==> src/hdl/lssmc_defines.svh <==
// Offsets, field positions, reset values and timing counts of the low-side supervisor mode control.
`ifndef LSSMC_DEFINES_SVH
`define LSSMC_DEFINES_SVH

// Register byte addresses on the APB.
`define LSSMC_ADDR_LCTL 8'h00
`define LSSMC_ADDR_HCTL 8'h04
`define LSSMC_ADDR_FLAG 8'h08
`define LSSMC_ADDR_MASK 8'h0c
`define LSSMC_ADDR_LEVEL 8'h10
`define LSSMC_ADDR_STAT 8'h14

// Fields of both supervision control registers.
`define LSSMC_F_SUP_EN 0
`define LSSMC_F_SUP_LPM 1
`define LSSMC_F_SUP_FP 2
`define LSSMC_F_MON_EN 3
`define LSSMC_F_MON_FP 4
`define LSSMC_F_AUTO 5

// Fields of the power unit flag register and of the mask register.
`define LSSMC_F_LSETTLE 0
`define LSSMC_F_HSETTLE 1
`define LSSMC_F_EV_LDONE 2
`define LSSMC_F_EV_HDONE 3
`define LSSMC_F_EV_STUCK 4
`define LSSMC_F_EV_CORE 5
`define LSSMC_EV_MASK 6'h3c

// Reset values.
`define LSSMC_LCTL_RST 6'h01
`define LSSMC_HCTL_RST 6'h00
`define LSSMC_MASK_RST 6'h00
`define LSSMC_LEVEL_RST 2'h0

// Timing: clock rate, times in ns, least times rounded up to whole cycles.
`define LSSMC_CLK_MHZ 250
`define LSSMC_FP_SETTLE_NS 2000
`define LSSMC_NORM_SETTLE_NS 150000
`define LSSMC_HAZARD_NS 1000
`define LSSMC_FP_SETTLE_CYC ((`LSSMC_FP_SETTLE_NS * `LSSMC_CLK_MHZ + 999) / 1000)
`define LSSMC_NORM_SETTLE_CYC ((`LSSMC_NORM_SETTLE_NS * `LSSMC_CLK_MHZ + 999) / 1000)
`define LSSMC_HAZARD_CYC ((`LSSMC_HAZARD_NS * `LSSMC_CLK_MHZ + 999) / 1000)

`endif

==> src/hdl/lssmc_pkg.sv <==
// Types and the comparator mode decoder of the low-side supervisor mode control.
package lssmc_pkg;

    // Operating state of one comparator.
    typedef enum logic [1:0] {
        COMP_OFF = 2'h0,
        COMP_NORMAL = 2'h1,
        COMP_FULL = 2'h2
    } lssmc_comp_t;

    // Power mode reported by the core.
    typedef enum logic [2:0] {
        PM_ACTIVE = 3'h0,
        PM_LPM0 = 3'h1,
        PM_LPM1 = 3'h2,
        PM_LPM2 = 3'h3,
        PM_LPM3 = 3'h4,
        PM_LPM4 = 3'h5
    } lssmc_pmode_t;

    // States of the wake hazard tracker.
    typedef enum logic [2:0] {
        HZ_RUN = 3'b001,
        HZ_WINDOW = 3'b010,
        HZ_STUCK = 3'b100
    } lssmc_hz_t;

    // Comparator state from enable, deep-sleep select, performance, auto control and sleep depth.
    function automatic lssmc_comp_t lssmc_comp(input logic en, input logic sel, input logic fp,
                                               input logic auto_ctl, input logic deep);
        lssmc_comp_t st;
        st = COMP_OFF;
        if (!en) begin
            st = COMP_OFF;
        end else if (!deep || (sel && !auto_ctl)) begin
            st = fp ? COMP_FULL : COMP_NORMAL;
        end else if (sel && fp) begin
            st = COMP_NORMAL;
        end else begin
            st = COMP_OFF;
        end
        return st;
    endfunction

endpackage

==> src/hdl/lssmc_settle_timer.sv <==
// Down-counter that times one comparator settling delay.
`timescale 1ns/100ps
module lssmc_settle_timer (
    input wire logic mclk_i,
    input wire logic reset_n_i,
    input wire logic start_i,
    input wire logic [15:0] count_i,
    output logic busy_o,
    output logic done_o
);

    logic [15:0] cnt_q, cnt_d; // Cycles still to run.
    logic busy_q, busy_d; // Delay in progress.
    logic done_q, done_d; // One-cycle pulse at expiry.

    // A new start restarts the delay even while one is running, so the last write always counts.
    always_comb begin
        cnt_d = cnt_q;
        busy_d = busy_q;
        done_d = 1'b0;
        if (start_i) begin
            cnt_d = count_i;
            busy_d = 1'b1;
        end else if (busy_q) begin
            if (cnt_q <= 16'h0001) begin
                busy_d = 1'b0;
                done_d = 1'b1;
                cnt_d = 16'h0000;
            end else begin
                cnt_d = cnt_q - 16'h0001;
            end
        end
    end

    // Registers of the timer.
    always_ff @(posedge mclk_i or negedge reset_n_i) begin
        if (!reset_n_i) begin
            cnt_q <= 16'h0000;
            busy_q <= 1'b0;
            done_q <= 1'b0;
        end else begin
            cnt_q <= cnt_d;
            busy_q <= busy_d;
            done_q <= done_d;
        end
    end

    assign busy_o = busy_q;
    assign done_o = done_q;

endmodule

==> src/hdl/lssmc_top.sv <==
// Low-side supervisor mode control with APB registers, settle timing and wake hazard tracking.
//
// The APB register port and the address map are this design's own decisions.
`timescale 1ns/100ps
`include "lssmc_defines.svh"
module lssmc_top import lssmc_pkg::*; #(
    parameter int NORM_SETTLE_CYC = `LSSMC_NORM_SETTLE_CYC
) (
    input wire logic mclk_i,
    input wire logic reset_n_i,
    input wire logic psel_i,
    input wire logic penable_i,
    input wire logic pwrite_i,
    input wire logic [7:0] paddr_i,
    input wire logic [31:0] pwdata_i,
    output logic [31:0] prdata_o,
    output logic pready_o,
    output logic pslverr_o,
    input wire logic [2:0] power_mode_i,
    input wire logic wake_irq_i,
    input wire logic core_ok_i,
    output logic [1:0] sup_state_o,
    output logic [1:0] mon_state_o,
    output logic wake_slow_o,
    output logic wake_o,
    output logic stuck_o,
    output logic device_reset_o,
    output logic irq_o
);

    // Settle and hazard counts in cycles; the long one is a parameter so simulation may shorten it.
    localparam logic [15:0] FP_CYC = 16'(`LSSMC_FP_SETTLE_CYC);
    localparam logic [15:0] NORM_CYC = 16'(NORM_SETTLE_CYC);
    localparam logic [15:0] HAZ_CYC = 16'(`LSSMC_HAZARD_CYC);

    // APB answer registers.
    logic pready_q, pready_d;
    logic pslverr_q, pslverr_d;
    logic [31:0] prdata_q, prdata_d;

    // Software-visible control.
    logic [5:0] lctl_q, lctl_d; // Low side supervision control.
    logic [5:0] hctl_q, hctl_d; // High side supervision control.
    logic [5:0] mask_q, mask_d; // Interrupt mask, same layout as the flag register.
    logic [1:0] level_q, level_d; // Requested core voltage level.
    logic pending_q, pending_d; // A core level raise waits for the low settle delay.

    // Sticky events, hazard tracker and registered outputs.
    logic [5:0] ev_q, ev_d;
    lssmc_hz_t hz_q, hz_d;
    logic [15:0] hz_cnt_q, hz_cnt_d;
    logic armed_q, armed_d; // Hazard configuration captured at deep entry.
    logic deep_prev_q;
    logic [1:0] sup_q, sup_d;
    logic [1:0] mon_q, mon_d;
    logic wslow_q, wslow_d;
    logic wake_q, wake_d;
    logic rst_q, rst_d;
    logic irq_q, irq_d;

    // Synchroniser for the analog core-voltage good indication.
    logic core_meta_q;
    logic core_ok_q;

    // Transfer decode.
    logic commit;
    logic wr;
    logic wr_lctl, wr_hctl, wr_flag, wr_mask, wr_level;
    logic l_start, h_start;
    logic [15:0] l_count, h_count;
    logic l_busy, l_done, h_busy, h_done;
    logic deep;
    logic low_fast, high_hit;
    logic [5:0] flags;

    // Returns one for the word addresses that hold a register.
    function automatic logic addr_ok(input logic [7:0] a);
        return (a == `LSSMC_ADDR_LCTL) || (a == `LSSMC_ADDR_HCTL) || (a == `LSSMC_ADDR_FLAG) ||
               (a == `LSSMC_ADDR_MASK) || (a == `LSSMC_ADDR_LEVEL) || (a == `LSSMC_ADDR_STAT);
    endfunction

    // Settle delay for a control value: short in full performance, long in normal mode.
    function automatic logic [15:0] settle_cyc(input logic [5:0] ctl);
        return ctl[`LSSMC_F_SUP_FP] ? FP_CYC : NORM_CYC;
    endfunction

    // Two flip-flops on the core voltage good pin; only the second is read by logic.
    always_ff @(posedge mclk_i or negedge reset_n_i) begin
        if (!reset_n_i) begin
            core_meta_q <= 1'b0;
            core_ok_q <= 1'b0;
        end else begin
            core_meta_q <= core_ok_i;
            core_ok_q <= core_meta_q;
        end
    end

    // The request is committed at the edge where the master sees pready high.
    assign commit = psel_i & penable_i & pready_q;
    assign wr = commit & pwrite_i;
    assign wr_lctl = wr & (paddr_i == `LSSMC_ADDR_LCTL);
    assign wr_hctl = wr & (paddr_i == `LSSMC_ADDR_HCTL);
    assign wr_flag = wr & (paddr_i == `LSSMC_ADDR_FLAG);
    assign wr_mask = wr & (paddr_i == `LSSMC_ADDR_MASK);
    assign wr_level = wr & (paddr_i == `LSSMC_ADDR_LEVEL);

    // Deep sleep is any of the three lowest power modes.
    assign deep = (power_mode_i == PM_LPM2) || (power_mode_i == PM_LPM3) || (power_mode_i == PM_LPM4);

    // Low side timer restarts on a control write or a level write, using the delay then in force.
    assign l_start = wr_lctl | wr_level;
    assign l_count = wr_lctl ? settle_cyc(pwdata_i[5:0]) : settle_cyc(lctl_q);
    assign h_start = wr_hctl;
    assign h_count = settle_cyc(pwdata_i[5:0]);

    // Low side settle timer; busy is the low settle flag.
    lssmc_settle_timer u_low_timer (
        .mclk_i(mclk_i),
        .reset_n_i(reset_n_i),
        .start_i(l_start),
        .count_i(l_count),
        .busy_o(l_busy),
        .done_o(l_done)
    );

    // High side settle timer; busy is the high settle flag.
    lssmc_settle_timer u_high_timer (
        .mclk_i(mclk_i),
        .reset_n_i(reset_n_i),
        .start_i(h_start),
        .count_i(h_count),
        .busy_o(h_busy),
        .done_o(h_done)
    );

    // Flag register view: live settle flags below the sticky events.
    always_comb begin
        flags = ev_q;
        flags[`LSSMC_F_LSETTLE] = l_busy;
        flags[`LSSMC_F_HSETTLE] = h_busy;
    end

    // APB answer: pready rises one cycle into the access phase, data and error beside it.
    always_comb begin
        pready_d = psel_i & penable_i & ~pready_q;
        pslverr_d = 1'b0;
        prdata_d = 32'h0000_0000;
        if (pready_d) begin
            pslverr_d = ~addr_ok(paddr_i);
            if (!pwrite_i) begin
                unique case (paddr_i)
                    `LSSMC_ADDR_LCTL: prdata_d = {26'h000_0000, lctl_q};
                    `LSSMC_ADDR_HCTL: prdata_d = {26'h000_0000, hctl_q};
                    `LSSMC_ADDR_FLAG: prdata_d = {26'h000_0000, flags};
                    `LSSMC_ADDR_MASK: prdata_d = {26'h000_0000, mask_q};
                    `LSSMC_ADDR_LEVEL: prdata_d = {30'h0000_0000, level_q};
                    `LSSMC_ADDR_STAT: prdata_d = {21'h00_0000, power_mode_i, hz_q, wslow_q, mon_q, sup_q};
                    default: prdata_d = 32'h0000_0000;
                endcase
            end
        end
    end

    // APB answer registers.
    always_ff @(posedge mclk_i or negedge reset_n_i) begin
        if (!reset_n_i) begin
            pready_q <= 1'b0;
            pslverr_q <= 1'b0;
            prdata_q <= 32'h0000_0000;
        end else begin
            pready_q <= pready_d;
            pslverr_q <= pslverr_d;
            prdata_q <= prdata_d;
        end
    end

    // Control registers and the pending core level raise.
    always_comb begin
        lctl_d = wr_lctl ? pwdata_i[5:0] : lctl_q;
        hctl_d = wr_hctl ? pwdata_i[5:0] : hctl_q;
        mask_d = wr_mask ? (pwdata_i[5:0] & `LSSMC_EV_MASK) : mask_q;
        level_d = wr_level ? pwdata_i[1:0] : level_q;
        pending_d = pending_q;
        // A raise is judged when the delay now starting expires; software is expected to pick
        // normal mode first so the long delay covers the ramp.
        if (wr_level && (pwdata_i[1:0] > level_q)) begin
            pending_d = 1'b1;
        end else if (wr_lctl || l_done) begin
            pending_d = 1'b0;
        end
    end

    // Control registers.
    always_ff @(posedge mclk_i or negedge reset_n_i) begin
        if (!reset_n_i) begin
            lctl_q <= `LSSMC_LCTL_RST;
            hctl_q <= `LSSMC_HCTL_RST;
            mask_q <= `LSSMC_MASK_RST;
            level_q <= `LSSMC_LEVEL_RST;
            pending_q <= 1'b0;
        end else begin
            lctl_q <= lctl_d;
            hctl_q <= hctl_d;
            mask_q <= mask_d;
            level_q <= level_d;
            pending_q <= pending_d;
        end
    end

    // Low side counts as fast wake when any comparator is off or in full performance.
    assign low_fast = ~lctl_q[`LSSMC_F_SUP_EN] | lctl_q[`LSSMC_F_SUP_FP] |
                      ~lctl_q[`LSSMC_F_MON_EN] | lctl_q[`LSSMC_F_MON_FP];
    // High side is affected when a normal-mode comparator drops to off on deep entry.
    assign high_hit = (hctl_q[`LSSMC_F_SUP_EN] & ~hctl_q[`LSSMC_F_SUP_FP] &
                       (~hctl_q[`LSSMC_F_SUP_LPM] | hctl_q[`LSSMC_F_AUTO])) |
                      (hctl_q[`LSSMC_F_MON_EN] & ~hctl_q[`LSSMC_F_MON_FP] & hctl_q[`LSSMC_F_AUTO]);

    // Wake hazard tracker: an interrupt inside the window after deep entry, when the entry armed it, leaves the part hung.
    always_comb begin
        hz_d = hz_q;
        hz_cnt_d = hz_cnt_q;
        armed_d = armed_q;
        wake_d = 1'b0;
        unique case (hz_q)
            HZ_RUN: begin
                wake_d = deep & wake_irq_i;
                // Entry from software or the automatic return after a handler look the same here.
                if (deep && !deep_prev_q) begin
                    hz_d = HZ_WINDOW;
                    hz_cnt_d = HAZ_CYC;
                    armed_d = (low_fast & high_hit) | l_busy | h_busy;
                end
            end
            HZ_WINDOW: begin
                if (wake_irq_i && armed_q) begin
                    hz_d = HZ_STUCK;
                end else begin
                    wake_d = deep & wake_irq_i;
                    if (!deep || wake_irq_i || hz_cnt_q <= 16'h0001) begin
                        hz_d = HZ_RUN;
                    end else begin
                        hz_cnt_d = hz_cnt_q - 16'h0001;
                    end
                end
            end
            HZ_STUCK: begin
                // Only the asynchronous reset, fed by pin reset, power cycle or power-up clear, leaves.
                hz_d = HZ_STUCK;
            end
            default: begin
                hz_d = HZ_RUN;
            end
        endcase
    end

    // Hazard tracker registers; reset always returns it to normal running.
    always_ff @(posedge mclk_i or negedge reset_n_i) begin
        if (!reset_n_i) begin
            hz_q <= HZ_RUN;
            hz_cnt_q <= 16'h0000;
            armed_q <= 1'b0;
            deep_prev_q <= 1'b0;
            wake_q <= 1'b0;
        end else begin
            hz_q <= hz_d;
            hz_cnt_q <= hz_cnt_d;
            armed_q <= armed_d;
            deep_prev_q <= deep;
            wake_q <= wake_d;
        end
    end

    // Comparator states, wake-up speed, core failure reset, sticky events and interrupt.
    always_comb begin
        sup_d = lssmc_comp(lctl_q[`LSSMC_F_SUP_EN], lctl_q[`LSSMC_F_SUP_LPM], lctl_q[`LSSMC_F_SUP_FP],
                           lctl_q[`LSSMC_F_AUTO], deep);
        // The monitor has no select of its own: it behaves as select one.
        mon_d = lssmc_comp(lctl_q[`LSSMC_F_MON_EN], 1'b1, lctl_q[`LSSMC_F_MON_FP],
                           lctl_q[`LSSMC_F_AUTO], deep);
        wslow_d = (lctl_q[`LSSMC_F_SUP_EN] & ~lctl_q[`LSSMC_F_SUP_FP]) |
                  (lctl_q[`LSSMC_F_MON_EN] & ~lctl_q[`LSSMC_F_MON_FP]);
        // Core not at the new level when the supervisor delay runs out resets the device.
        rst_d = l_done & pending_q & ~core_ok_q;
        // Write one clears an event; a new event in the same cycle wins over the clear.
        ev_d = ev_q & ~(wr_flag ? (pwdata_i[5:0] & `LSSMC_EV_MASK) : 6'h00);
        if (l_done) begin
            ev_d[`LSSMC_F_EV_LDONE] = 1'b1;
        end
        if (h_done) begin
            ev_d[`LSSMC_F_EV_HDONE] = 1'b1;
        end
        if (hz_q == HZ_WINDOW && hz_d == HZ_STUCK) begin
            ev_d[`LSSMC_F_EV_STUCK] = 1'b1;
        end
        if (rst_d) begin
            ev_d[`LSSMC_F_EV_CORE] = 1'b1;
        end
        irq_d = |(ev_d & mask_d);
    end

    // Status and output registers.
    always_ff @(posedge mclk_i or negedge reset_n_i) begin
        if (!reset_n_i) begin
            sup_q <= COMP_OFF;
            mon_q <= COMP_OFF;
            wslow_q <= 1'b0;
            rst_q <= 1'b0;
            ev_q <= 6'h00;
            irq_q <= 1'b0;
        end else begin
            sup_q <= sup_d;
            mon_q <= mon_d;
            wslow_q <= wslow_d;
            rst_q <= rst_d;
            ev_q <= ev_d;
            irq_q <= irq_d;
        end
    end

    // Every top-level output comes from a flip-flop, except stuck_o, which is decoded from the registered tracker state.
    assign prdata_o = prdata_q;
    assign pready_o = pready_q;
    assign pslverr_o = pslverr_q;
    assign sup_state_o = sup_q;
    assign mon_state_o = mon_q;
    assign wake_slow_o = wslow_q;
    assign wake_o = wake_q;
    assign stuck_o = (hz_q == HZ_STUCK);
    assign device_reset_o = rst_q;
    assign irq_o = irq_q;

endmodule

==> config.mk <==
export PLATFORM = sky130hd
export DESIGN_NAME = lssmc_top
export DESIGN_NICKNAME = d
export VERILOG_FILES = /design/src/hdl/lssmc_pkg.sv /design/src/hdl/lssmc_settle_timer.sv /design/src/hdl/lssmc_top.sv
export VERILOG_INCLUDE_DIRS = /design/src /design/src/hdl
export SDC_FILE = /design/constraint.sdc
export NUM_CORES = 1
export LEC_CHECK = 0
export BUFFER_PORTS_ARGS = -buffer_cell sky130_fd_sc_hd__buf_4
export CORE_MARGIN = 5
export CORE_UTILIZATION = 59
export CTS_CLUSTER_SIZE = 8
export DETAILED_ROUTE_END_ITERATION = 8
export GPL_TIMING_DRIVEN = 0
export PLACE_DENSITY = 0.83
export SLEW_MARGIN = 10
export SYNTH_ARGS = -nofsm -noshare
export SYNTH_HDL_FRONTEND = slang
export SYNTH_HIERARCHICAL = 1
export SYNTH_SLANG_ARGS = --single-unit
==> constraint.sdc <==
create_clock -name mclk_i -period 3.1 [get_ports mclk_i]
set_input_delay 0.93 -clock mclk_i [delete_from_list [all_inputs] [get_ports mclk_i]]
set_output_delay 0.93 -clock mclk_i [all_outputs]
set_load 0.01 [all_outputs]
==> summary.md <==
* **fraction of final layout cells sized beyond drive strength 1** 0.194
* **Internal Pwr Total** 1.99 mW
* **starting density of the core** 0.610
* **Comb pwr share** 0.174
* **Flop pwr share** 0.567
* **top post-synthesis cells by area** sky130_fd_sc_hd__dfrtp_1, sky130_fd_sc_hd__nand2_1, sky130_fd_sc_hd__o21ai_0
* **Chip Height** 108 um
* **Num CTS Buffers** 9
* **total power per unit cell area** 435 nW/um^2
* **fraction of synthesis flops using an asynchronous set or reset pin** 1.00
* **wire length per cell** 15.4 um
* **buffers added on ports** 42
* **TritonCTS Sinks** 103
* **pin count of the biggest net entering global routing** 104
* **post-synthesis sequential area ratio** 0.453
* **met3 capacity usage during global routing** 0.0501
* **share of the clock period used by the worst path after layout** 0.941
* **net switching power of the design** 0.845 mW
* **area leader, netlist** sky130_fd_sc_hd__dfrtp_1
* **Final Critical Period** 2.92 ns
* **Worst IR Drop VDD** 0.305 mV
* **Fin. Hold Viols** 0
* **Yosys warnings** 6
* **all-layer global routing usage** 0.223
* **number of flops mapped to enable cells by yosys** 0
* **slowest stage delay, CP** 0.42 ns
* **total negative setup slack** 0 ns
* **Layout Skew** 0.0132 ns
* **row count** 35
* **Ant. Diodes** 0
* **highest clock rate** 0.343 GHz
* **Nets** 741
* **Setup violations, final** 0
* **TritonCTS clock tree** done
* **root cell of the clock tree** sky130_fd_sc_hd__clkbuf_8
* **startpoint type of the worst setup path** primary input
* **die width** 108 um
* **clock power share** 0.260
* **initial antenna violation count** 0
* **Post-DRT Antenna Nets** 0
* **critical path cell sequence** buf_4 -> or3_4 -> or4_4 -> buf_6 -> nor3_4 -> clkbuf_2 -> clkbuf_1 -> o21ai_0
* **Congestion Overflow GR** 0
* **endpoint type of the worst setup path** flop
* **per-cell via count in the routed design** 5.70
* **Gate Count Post-Synth** 589
* **standard cell with the maximum stage delay on the critical path** sky130_fd_sc_hd__or4_4
* **Reg clk slew, reported paths** 0.09 ns
* **worst slack at placement** -0.537 ns
* **first-pass GRT wire length** 21.0 mm
* **Area growth, synth to finish** 14.7%
* **WS Path Type** primary input to flop
* **Max Fanout on Critical Path** 10
* **initial drt markers** 251
* **Detailed Place HPWL** 9.22 mm
* **Seq cells post-synth** 103
* **unique cell type count in the Yosys netlist** 69
* **vias in the first global route** 4465
* **last weighted congestion value of the routability-driven placer** 0.877
* **outcome** complete, no violations
* **GRT met1 Usage** 0.292
* **max-cap viol count** 0
* **clock insertion delay at the later pin of the skew report** 0.37 ns
* **final routed wirelength across all metal layers** 12.6 mm
* **cell leakage power** 2.88 nW
* **floorplan core area** 9330 sq um
* **ports placed on the boundary** 93
* **WP data required** 3.33 ns
* **total chip power** 2.84 mW
* **Switching Fraction** 0.298
* **predominant post-synthesis flop cell** sky130_fd_sc_hd__dfrtp_1
* **grt met2 use** 0.370
* **DR pass1 iterations** 6
* **Crit path arrival time** 3.15 ns
* **Die Footprint** 11700 sq um
* **top-area cell type share of the netlist area** 0.444
* **number of levels in the clock H-tree** 3
* **setup repair after global routing missed its margin** no
* **Tightest Pin Transition** 0.840 ns
* **number of slew-limit violations in the final report** 0
* **PnR worst setup slack** 0.183 ns
* **final non-filler cell area** 6530 sq um
* **total cell area at the placement stage** 6320 sq um
* **DRC violations left** 0
* **vias after detailed routing** 4648
* **per-instance average area after synthesis** 9.66 sq um
* **maximum clock insertion buffer count** 2
* **headroom to the max-slew limit** 0.436
* **most congested layer reported by global routing** met2
* **Hold/Removal Path Class** primary input to asynchronous set/reset pin
* **synthesized area** 5690 sq um
-- cell usage in the layout (no fill, tap or decap), types with 10 or more instances in the layout --
cell,synthesis,layout
sky130_fd_sc_hd__dfrtp_1,101,101
sky130_fd_sc_hd__nor4_1,12,12
sky130_fd_sc_hd__a21oi_1,29,29
sky130_fd_sc_hd__nor2_1,39,39
sky130_fd_sc_hd__nand3b_1,10,10
sky130_fd_sc_hd__buf_4,21,62
sky130_fd_sc_hd__o21ai_0,38,38
sky130_fd_sc_hd__clkbuf_1,15,14
sky130_fd_sc_hd__nor2b_1,10,10
sky130_fd_sc_hd__and2_1,14,14
sky130_fd_sc_hd__nor3_1,16,15
sky130_fd_sc_hd__nand2_1,60,60
sky130_fd_sc_hd__inv_1,28,28
sky130_fd_sc_hd__mux2_2,12,12
sky130_fd_sc_hd__conb_1,2,41
-- cell families (layout without fill, tap and decap cells) --
| kind of cell | Yosys count | after routing | synth area share |
|---|---|---|---|
| AOI/OAI and AO/OA | 147 | 147 | 0.173 |
| xor gates and xnor gates | 10 | 10 | 0.0154 |
| adders and majority gates | 9 | 9 | 0.0198 |
| buffers and inverters | 70 | 129 | 0.0647 |
| DFF | 103 | 103 | 0.453 |
| muxes | 23 | 23 | 0.0449 |
| other | 2 | 41 | 0.00132 |
| and+or+nand+nor | 225 | 225 | 0.227 |
-- timing repair --
item                                    CTS  global route
setup buffers                             0             0
gates cloned                              0             0
gates resized for setup                   2             4
endpoints found under the setup margin   11            12
hold buffers                              0             0
-- final timing paths --
path / from / to / slack (ns) / cells after the start
worst max-delay path: paddr_i[5] / u_high_timer/cnt_q[0] / 0.18 / 8
worst min-delay path: reset_n_i / hz_cnt_q[13] / 0.36 / 1
worst max register to register: hz_q[0] / hz_cnt_q[8] / 0.63 / 6
worst min register to register: core_meta_q / core_ok_q / 0.38 / 0
max in group asynchronous: reset_n_i / lctl_q[0] / 2.10 / 2
min in group mclk_i: core_meta_q / core_ok_q / 0.38 / 0
-- metal layers --
metal  vias up  routed length [um]
met1      2220                5530
met2       143                6140
met5         -                   0
met4         0                 131
met3        16                 764
li1       2269                   -
-- cells in the mapped netlist (8+ instances only) --
cell type,number
sky130_fd_sc_hd__nor2b_1,10
sky130_fd_sc_hd__nand2_1,60
sky130_fd_sc_hd__or3_1,8
sky130_fd_sc_hd__nor2_1,39
sky130_fd_sc_hd__nor3_1,16
sky130_fd_sc_hd__dfrtp_1,101
sky130_fd_sc_hd__nor4_2,9
sky130_fd_sc_hd__buf_4,21
sky130_fd_sc_hd__mux2i_1,9
sky130_fd_sc_hd__o21ai_0,38
sky130_fd_sc_hd__xor2_1,9
sky130_fd_sc_hd__a22oi_1,8
sky130_fd_sc_hd__inv_1,28
sky130_fd_sc_hd__mux2_2,12
sky130_fd_sc_hd__a21oi_1,29
sky130_fd_sc_hd__ha_1,9
sky130_fd_sc_hd__a211oi_1,9
sky130_fd_sc_hd__clkbuf_1,15
sky130_fd_sc_hd__nand3b_1,10
sky130_fd_sc_hd__nor4_1,12
sky130_fd_sc_hd__and2_1,14
-- cell type report --
cell class,count,area [sq um]
fillers,722,2800
well taps,129,161
plain buffers,42,267
repair buffers,43,347
clock inverters,5,35.0
inverters,28,105
clock buffers,11,131
flip-flops and latches,103,2580
multi-input cells,455,2900
-- flip-flops by register name (all words and copies together) (netlist names), 3 cells and up --
| name | cells |
|---|---|
| ev_q | 4 |
| lctl_q | 6 |
| u_low_timer/cnt_q | 16 |
| hz_q | 3 |
| prdata_o | 11 |
| hctl_q | 6 |
| hz_cnt_q | 16 |
| u_high_timer/cnt_q | 16 |
| mask_q | 4 |
-- power by group through the flow --
stage	logic [mW]	clock network, mW	registers (mW)
detailed placement	0.484	0	1.63
floorplan	0.359	0	1.60
CTS	0.487	0.761	1.60
finish	0.493	0.736	1.61
global placement	0.466	0	1.62
global route	0.556	0.817	1.62
-- through the flow --
step / hold WS, ns / util / cells
2_1_floorplan: 0.331 / - / 628
3_3_place_gp: 0.359 / 0.677 / 799
3_5_place_dp: 0.367 / 0.677 / 799
4_1_cts: 0.379 / 0.696 / 815
5_1_grt: 0.344 / 0.700 / 816
6_report: 0.356 / 0.700 / 816
-- worst max-delay path, delay by kind of cell --
family / cells / cell delay (ns)
compound gates: 1 / 0.15
buf+inv: 4 / 0.91
simple gates: 3 / 1.14
No activity file was read; power rests on OpenSTA's default activity.
